**src/hw/iepec_map.svh**
```systemverilog
// register offsets, field positions and reset values of the irq block
// assumes byte addresses on a 12-bit register port
`ifndef IEPEC_MAP_SVH
`define IEPEC_MAP_SVH
`define IEPEC_ADDR_W 12
`define IEPEC_REQ1_OFF 12'hFC3
`define IEPEC_EN1H_OFF 12'hFC4
`define IEPEC_EN1L_OFF 12'hFC5
`define IEPEC_REQ2_OFF 12'hFC6
`define IEPEC_EN2H_OFF 12'hFC7
`define IEPEC_EN2L_OFF 12'hFC8
`define IEPEC_EDGE_OFF 12'hFCD
`define IEPEC_SSEL_OFF 12'hFCE
`define IEPEC_CTL_OFF 12'hFCF
`define IEPEC_IRQST_OFF 12'hFD0
`define IEPEC_IRQMSK_OFF 12'hFD1
`define IEPEC_MIE_BIT 7
`define IEPEC_LVSEL_BIT 7
`define IEPEC_CMPSEL_BIT 6
`define IEPEC_BANK2_MASK 8'h0F
`define IEPEC_SSEL_MASK 8'hC0
`define IEPEC_RESET_VAL 8'h00
`endif

```
**src/hw/iepec_pkg.sv**
```systemverilog
// types shared by the irq enable/priority block
package iepec_pkg;
  typedef logic [1:0] iepec_level_t;
  typedef struct packed {
    logic [11:0] addr;
    logic [7:0] wdata;
    logic wr;
    logic rd;
  } iepec_bus_t;
  typedef struct packed {
    logic valid;
    logic bank;
    logic [2:0] index;
    iepec_level_t level;
  } iepec_pick_t;
endpackage

```
**src/hw/iepec_sync.sv**
```systemverilog
// two-flop synchroniser for asynchronous source levels
// assumes one clock domain, async active low reset
`timescale 1ns/100ps
module iepec_sync
  import iepec_pkg::*;
#(
  parameter int WIDTH = 8
)(
  input wire logic core_clk,
  input wire logic arst_n,
  input wire logic [WIDTH-1:0] async_in,
  output logic [WIDTH-1:0] sync_out
);
  typedef struct packed {
    logic [WIDTH-1:0] meta;
    logic [WIDTH-1:0] stable;
  } iepec_sync_state_t;
  iepec_sync_state_t state;
  iepec_sync_state_t next_state;

  always_comb
  begin
    next_state.meta = async_in;
    next_state.stable = state.meta;
  end

  always_ff @(posedge core_clk or negedge arst_n)
  begin
    if (!arst_n)
      state <= '0;
    else
      state <= next_state;
  end

  assign sync_out = state.stable;
endmodule // iepec_sync

```
**src/hw/iepec_ctrl.sv**
```systemverilog
// interrupt enable, priority, edge and shared-source control
// assumes pins and analog events are asynchronous; core acks on same clock
//
// Notes on behaviour
// RULE1 - bank one level from high/low bits
// RULE2 - bank one high enable register at FC4
// RULE3 - bank one low enable register at FC5
// RULE4 - bank two same two-bit level coding
// RULE5 - bank two high enable at FC7
// RULE6 - bank two low enable at FC8
// RULE7 - software writes reserved bits as zero
// RULE8 - edge select: zero falling, one rising
// RULE9 - shared bit7: pin seven or low-voltage
// RULE10 - shared bit6: pin six or comparator
// RULE11 - source switch may itself raise request
// RULE12 - software disables before switching source
// RULE13 - master enable in control bit seven
// RULE14 - set by on, return or write
// RULE15 - cleared by off, ack, reset, write
// RULE16 - detected request sets sticky pending bit
// RULE17 - master enable gates request to core
// RULE18 - highest level wins, fixed tie order
// RULE19 - control bits six..zero read zero
`timescale 1ns/100ps
`include "iepec_map.svh"
module iepec_ctrl
  import iepec_pkg::*;
(
  input wire logic core_clk,
  input wire logic arst_n,
  input wire logic [11:0] reg_addr,
  input wire logic [7:0] reg_wdata,
  input wire logic reg_wr,
  input wire logic reg_rd,
  output logic [7:0] reg_rdata,
  input wire logic [7:0] port_a_pin,
  input wire logic [3:0] port_c_pin,
  input wire logic low_voltage_detector,
  input wire logic comparator_out,
  input wire logic interrupts_on_instruction,
  input wire logic interrupts_off_instruction,
  input wire logic return_from_handler_instruction,
  input wire logic core_ack,
  output logic core_irq,
  output logic core_irq_bank,
  output logic [2:0] core_irq_index,
  output logic [1:0] core_irq_level,
  output logic irq_out
);
  typedef struct packed {
    logic [7:0] en1h;
    logic [7:0] en1l;
    logic [3:0] en2h;
    logic [3:0] en2l;
    logic [7:0] edge_sel;
    logic [1:0] ssel;
    logic mie;
    logic [7:0] req1;
    logic [3:0] req2;
    logic [7:0] last1;
    logic [3:0] last2;
    logic [2:0] primed;
    logic [1:0] irq_st;
    logic [1:0] irq_msk;
    logic [7:0] rdata;
    iepec_pick_t pick;
  } iepec_state_t;

  iepec_state_t state;
  iepec_state_t next_state;
  logic [13:0] raw_async;
  logic [13:0] raw_sync;
  logic [7:0] src1;
  logic [3:0] src2;

  assign raw_async = {comparator_out, low_voltage_detector,
                      port_c_pin, port_a_pin};

  iepec_sync #(.WIDTH(14)) u_sync (
    .core_clk(core_clk),
    .arst_n(arst_n),
    .async_in(raw_async),
    .sync_out(raw_sync)
  );

  // bank two (port c) edge select reuses edge bits 3..0
  function automatic iepec_level_t level_of(input logic hi, input logic lo);
    level_of = {hi, lo}; // [RULE1] [RULE4]
  endfunction

  function automatic logic edge_hit(input logic prev, input logic now,
                                    input logic rising);
    edge_hit = rising ? (now & ~prev) : (prev & ~now); // [RULE8]
  endfunction

  // shared source mux sits ahead of edge detection, so a switch is an edge
  always_comb
  begin
    src1 = raw_sync[7:0];
    if (state.ssel[1])
      src1[7] = raw_sync[12]; // [RULE9]
    if (state.ssel[0])
      src1[6] = raw_sync[13]; // [RULE10]
    src2 = raw_sync[11:8];
  end

  always_comb
  begin
    logic [7:0] hit1;
    logic [3:0] hit2;
    logic wsel;
    logic rsel;
    iepec_level_t lv;
    iepec_pick_t best;
    hit1 = '0;
    hit2 = '0;
    wsel = 1'b0;
    rsel = 1'b0;
    lv = '0;
    best = '0;
    next_state = state;
    next_state.last1 = src1;
    next_state.last2 = src2;
    next_state.primed = {state.primed[1:0], 1'b1};
    // two sync stages plus one seed cycle must pass before edges count,
    // else the first real pin level looks like an edge against reset zeros
    if (state.primed[2])
    begin
      for (int i = 0; i < 8; i++)
        hit1[i] = edge_hit(state.last1[i], src1[i],
                           state.edge_sel[i]); // [RULE11]
      for (int i = 0; i < 4; i++)
        hit2[i] = edge_hit(state.last2[i], src2[i], state.edge_sel[i]);
    end

    // register writes
    if (reg_wr)
    begin
      case (reg_addr)
        `IEPEC_REQ1_OFF: next_state.req1 = state.req1 & ~reg_wdata;
        `IEPEC_REQ2_OFF: next_state.req2 = state.req2 & ~reg_wdata[3:0];
        `IEPEC_EN1H_OFF: next_state.en1h = reg_wdata; // [RULE2]
        `IEPEC_EN1L_OFF: next_state.en1l = reg_wdata; // [RULE3]
        `IEPEC_EN2H_OFF: next_state.en2h = reg_wdata[3:0]; // [RULE5]
        `IEPEC_EN2L_OFF: next_state.en2l = reg_wdata[3:0]; // [RULE6]
        `IEPEC_EDGE_OFF: next_state.edge_sel = reg_wdata;
        `IEPEC_SSEL_OFF:
        begin
          next_state.ssel = {reg_wdata[`IEPEC_LVSEL_BIT],
                             reg_wdata[`IEPEC_CMPSEL_BIT]};
          wsel = 1'b1;
        end
        `IEPEC_CTL_OFF:
          next_state.mie = reg_wdata[`IEPEC_MIE_BIT]; // [RULE14] [RULE15]
        `IEPEC_IRQST_OFF: next_state.irq_st = state.irq_st & ~reg_wdata[1:0];
        `IEPEC_IRQMSK_OFF: next_state.irq_msk = reg_wdata[1:0];
        default: next_state = next_state;
      endcase
    end

    // instructions beat a same-cycle write; ack and off win over on
    if (interrupts_on_instruction || return_from_handler_instruction)
      next_state.mie = 1'b1; // [RULE14]
    if (interrupts_off_instruction || core_ack)
      next_state.mie = 1'b0; // [RULE15]

    // ack clears the presented request; a new edge still sets it
    if (core_ack && state.pick.valid)
    begin
      if (state.pick.bank)
        next_state.req2[state.pick.index[1:0]] = 1'b0;
      else
        next_state.req1[state.pick.index] = 1'b0;
    end
    next_state.req1 = next_state.req1 | hit1; // [RULE16]
    next_state.req2 = next_state.req2 | hit2; // [RULE16]

    // fixed order: bank one before two, lower index first in bank one, higher index first in bank two
    for (int i = 7; i >= 0; i--)
    begin
      lv = level_of(state.en1h[i], state.en1l[i]);
      if (state.req1[i] && lv != 2'b00 && lv >= best.level)
        best = '{valid: 1'b1, bank: 1'b0, index: 3'(i), level: lv};
    end
    for (int i = 3; i >= 0; i--)
    begin
      lv = level_of(state.en2h[i], state.en2l[i]);
      if (state.req2[i] && lv != 2'b00 && lv > best.level)
        best = '{valid: 1'b1, bank: 1'b1, index: 3'(i), level: lv};
    end
    next_state.pick = best; // [RULE18]

    // sticky status: bit0 any new request, bit1 source switch; set wins
    next_state.irq_st[0] = next_state.irq_st[0] | (|hit1) | (|hit2);
    next_state.irq_st[1] = next_state.irq_st[1] | wsel;

    // read data, one cycle later
    rsel = reg_rd;
    next_state.rdata = '0;
    if (rsel)
    begin
      case (reg_addr)
        `IEPEC_REQ1_OFF: next_state.rdata = state.req1;
        `IEPEC_REQ2_OFF: next_state.rdata = {4'h0, state.req2};
        `IEPEC_EN1H_OFF: next_state.rdata = state.en1h;
        `IEPEC_EN1L_OFF: next_state.rdata = state.en1l;
        `IEPEC_EN2H_OFF: next_state.rdata = {4'h0, state.en2h};
        `IEPEC_EN2L_OFF: next_state.rdata = {4'h0, state.en2l};
        `IEPEC_EDGE_OFF: next_state.rdata = state.edge_sel;
        `IEPEC_SSEL_OFF: next_state.rdata = {state.ssel, 6'h00};
        `IEPEC_CTL_OFF: next_state.rdata = {state.mie, 7'h00}; // [RULE13] [RULE19]
        `IEPEC_IRQST_OFF: next_state.rdata = {6'h00, state.irq_st};
        `IEPEC_IRQMSK_OFF: next_state.rdata = {6'h00, state.irq_msk};
        default: next_state.rdata = 8'h00;
      endcase
    end
  end

  always_ff @(posedge core_clk or negedge arst_n)
  begin
    if (!arst_n)
      state <= '0; // [RULE15]
    else
      state <= next_state;
  end

  assign reg_rdata = state.rdata;
  assign core_irq = state.mie & state.pick.valid; // [RULE17]
  assign core_irq_bank = state.pick.bank;
  assign core_irq_index = state.pick.index;
  assign core_irq_level = state.pick.level;
  assign irq_out = |(state.irq_st & state.irq_msk);
endmodule // iepec_ctrl

```
**config.mk**
```make
export PLATFORM = sky130hd
export DESIGN_NAME = iepec_ctrl
export DESIGN_NICKNAME = d
export VERILOG_FILES = /design/src/hw/iepec_pkg.sv /design/src/hw/iepec_sync.sv /design/src/hw/iepec_ctrl.sv
export VERILOG_INCLUDE_DIRS = /design/src /design/src/hw
export SDC_FILE = /design/constraint.sdc
export NUM_CORES = 1
export LEC_CHECK = 0
export ABC_CLOCK_PERIOD_IN_PS = 37500
export BUFFER_PORTS_ARGS = -buffer_cell sky130_fd_sc_hd__buf_4
export CORE_MARGIN = 3
export CORE_UTILIZATION = 50
export DETAILED_ROUTE_END_ITERATION = 10
export PLACE_DENSITY = 0.67
export SLEW_MARGIN = 0
export SYNTH_ARGS = -nofsm -noshare
export SYNTH_HDL_FRONTEND = slang
export SYNTH_SLANG_ARGS = --single-unit
```
**constraint.sdc**
```tcl
create_clock -name core_clk -period 37.5 [get_ports core_clk]
set_input_delay 5.625 -clock core_clk [delete_from_list [all_inputs] [get_ports core_clk]]
set_output_delay 5.625 -clock core_clk [all_outputs]
set_load 0.01 [all_outputs]
```
==> flow_metrics.tcl <==
set metrics [dict create \
    hold_violations 0 \
    dieHeight_um 111.2 \
    grt_pass1_vias 4460 \
    status "completed" \
    cp.depth 66 \
    cts_hold_buf 0 \
    cts_root_buf "clkbuf_8" \
    synth_cell_types 57 \
    finalCritPeriodShare_pct 38.72 \
    max_freq_mhz 68.86 \
    crit_path_end_kind "flip-flop" \
    final_nets 646 \
    cts_setup_buffers 0 \
    synth_edf_count 0 \
    grt_setup_unrepaired "no" \
    p_leak_nw 2.741 \
    antenna_cells_inserted 0 \
    syn_inst 548 \
    ctsHtreeMaxLevel 3 \
    maxCapViolCount 0 \
    synthFlopType "dfrtp_1" \
    vias_per_cell 6.078 \
    required_ns 37.80 \
    setup-tns-final_ns 0 \
    worstSetupStartpointType "flip-flop" \
    rr_worst_depth 66 \
    slowest_stage "dfrtp_1" \
    ios 58 \
    route.detailed.drc 0 \
    die_w_um 111.2 \
    p_per_area_mw_per_mm2 34.51 \
    yosysSeqAreaShare_pct 49.32 \
    antenna_found_initial 0 \
    hpwl_um 10650 \
    syn_nets 603 \
    slew_headroom_pct 44.70 \
    drt_iter0_drc 420 \
    yosysWarnings 0 \
    drive_above_1_share_pct 20.81 \
    cts.reportedPaths.clkPinSlew_ns 0.10 \
    drt_first_pass_iters 5 \
    finalMaxSlewViolations 0 \
    placed_area_sq_mm 0.005967 \
    grt_max_degree 68 \
    syn_area_sq_mm 0.005530 \
    min_path_cells 0 \
    crit_top_cell "ha_1" \
    async_reset_ff_share_pct 100.0 \
    overflow 0 \
    dieArea_sq_mm 0.01236 \
    gp_congestion 0.9301 \
    crit_path_max_fanout 8 \
    clockBufferDepth 2 \
    routed_wl_um 14190 \
    vdd.ir_drop.worst_mv 0.02926 \
    post_cts_resized 0 \
    cp.arrival_ns 14.82 \
    clock_skew_ns 0.009218 \
    coreArea_sq_mm 0.01056 \
    cp_num_buf_inv 1 \
    syn_avg_cell_area_sq_um 10.09 \
    ys_ff_latch 109 \
    cts.sinks 109 \
    fp-row-count 37 \
    worst_slew_pin_slew_ns 0.8295 \
    min_period_ns 14.52 \
    setup-violations-final 0 \
    clock_latency_ns 0.38 \
    grt_pass1_wl_um 23280 \
    fin_area_sq_mm 0.006172 \
    start_util_pct 52.39 \
    cts_tree "yes" \
    max_stage_delay_ns 0.43 \
    hold_class "reg2reg" \
    cts_buffers 9 \
    critPathKind "reg2reg" \
    grt_use_total_pct 23.93 \
    routedWlPerCell_um 19.38 \
    numPortBuffers 57 \
    vias 4449 \
    ant_nets 0 \
    critPathTopFamily "compound AO/OA/AOI/OAI gates" \
    areaGrowthSynthToFinish_pct 11.61 \
]
worst paths after layout:
kind / startpoint / end / slack (ns)
min reg2reg: u_sync.next_state[7]$_DFF_PN0_ / u_sync.sync_out[7]$_DFF_PN0_ / 0.36
min in group asynchronous: arst_n / u_sync.next_state[4]$_DFF_PN0_ / 5.23
max reg2reg: state[72]$_DFFE_PN0P_ / core_irq_level[0]$_DFF_PN0_ / 22.98
max: state[72]$_DFFE_PN0P_ / core_irq_level[0]$_DFF_PN0_ / 22.98
min: u_sync.next_state[7]$_DFF_PN0_ / u_sync.sync_out[7]$_DFF_PN0_ / 0.36
max in group asynchronous: arst_n / state[55]$_DFFE_PN0P_ / 31.04
Yosys cell counts (all sizes together) (3+ instances only):
library cell | number | area share (%)
dfrtp | 109 | 49
nand2 | 88 | 6.0
mux2 | 42 | 8.6
nor2 | 31 | 2.1
o21ai | 31 | 2.8
a21oi | 19 | 1.7
inv | 18 | 1.2
nand3 | 17 | 1.5
buf | 16 | 2.4
a22oi | 14 | 1.9
and2 | 13 | 1.5
ha | 13 | 2.9
nor3 | 12 | 1.2
o211ai | 11 | 1.6
clkbuf | 10 | 0.68
nor2b | 9 | 1.0
and3 | 8 | 1.0
nand2b | 8 | 0.91
nor4 | 8 | 0.91
nand4 | 7 | 0.79
a221oi | 6 | 1.1
a22o | 6 | 0.95
a211oi | 5 | 0.77
a21o | 4 | 0.54
a31oi | 4 | 0.45
o311ai | 4 | 0.63
a222oi | 3 | 0.54
worst register-to-register path: cells and delay by family, from the launching register on:
kind | cells | cell delay (ns)
buf+inv | 1 | 0.09
compound gates | 25 | 5.72
fa+ha+maj | 11 | 2.98
flops | 1 | 0.43
mux | 2 | 0.68
simple gates | 27 | 4.51
sequential cells by signal (all words and copies together), names as in the netlist:
signal and count:
reg_rdata 8, core_irq_index 3, u_sync.sync_out 14, u_sync.next_state 14, core_irq_level 2, core_irq_bank 1, state 67
cells in the final DEF, fill, tap and decap left out, types with 3 or more instances in the layout:
cell / instances
clkbuf_8: 9
nand2_1: 88
nand3_1: 17
and3_1: 7
a22o_1: 6
o311ai_0: 4
o21ai_0: 29
a221oi_1: 5
a31oi_1: 4
dfrtp_1: 109
a21o_1: 4
a22oi_1: 14
nand2b_1: 8
inv_6: 3
a222oi_1: 3
nor2b_1: 9
nor2_1: 31
a211oi_1: 4
nor3_1: 11
nand4_1: 7
o211ai_1: 10
and2_1: 12
mux2_2: 42
inv_1: 17
buf_4: 58
ha_1: 13
a21oi_1: 19
nor4_1: 8
area by class of cell:
type                    count  area [sq um]
flip-flops and latches    109          2728
well taps                 136         170.2
repair buffers             58         435.4
inverters                  18         67.56
fillers                   901          4383
multi-input cells         395          2566
clock buffers               9         123.9
clock inverters             7         81.33
stage by stage:
step                hold WS (ns)  std cells  worst slack (ns)  power [mW]  util, %
floorplan                 0.3312        548             24.87      0.1314        -
global placement          0.3316        716             23.62      0.1406    56.53
detailed placement        0.3363        716             23.19      0.1412    56.53
CTS                       0.3611        732             23.15      0.2155    58.48
global route              0.3653        732             21.84      0.2224    58.48
finish                    0.3576        732             22.98      0.2130    58.48
per-layer routing:
| metal | share of wire, % | vias to the layer above | track usage [%] |
|---|---|---|---|
| met1 | 42 | 2169 | 31.95 |
| met4 | 3.2 | 0 | 11.44 |
| li1 | - | 2061 | - |
| met2 | 48 | 186 | 38.72 |
| met3 | 6.6 | 33 | 3.111 |
| met5 | 0 | - | 0 |
power by group:
group | internal [mW] | switching, mW | leakage, nW
combinational | 0.00618 | 0.00917 | 1.28
clock | 0.0321 | 0.0420 | 0.107
sequential | 0.121 | 0.00282 | 1.35
total | 0.159 | 0.0540 | 2.74
cells by family after synthesis:
family | synth area share, %
simple gates | 18.51
compound gates | 15.97
flops | 49.32
buf+inv | 4.276
mux | 8.914
fa+ha+maj | 2.941
other cells | 0.06781
Note: power is estimated with default switching activity, not from simulation.
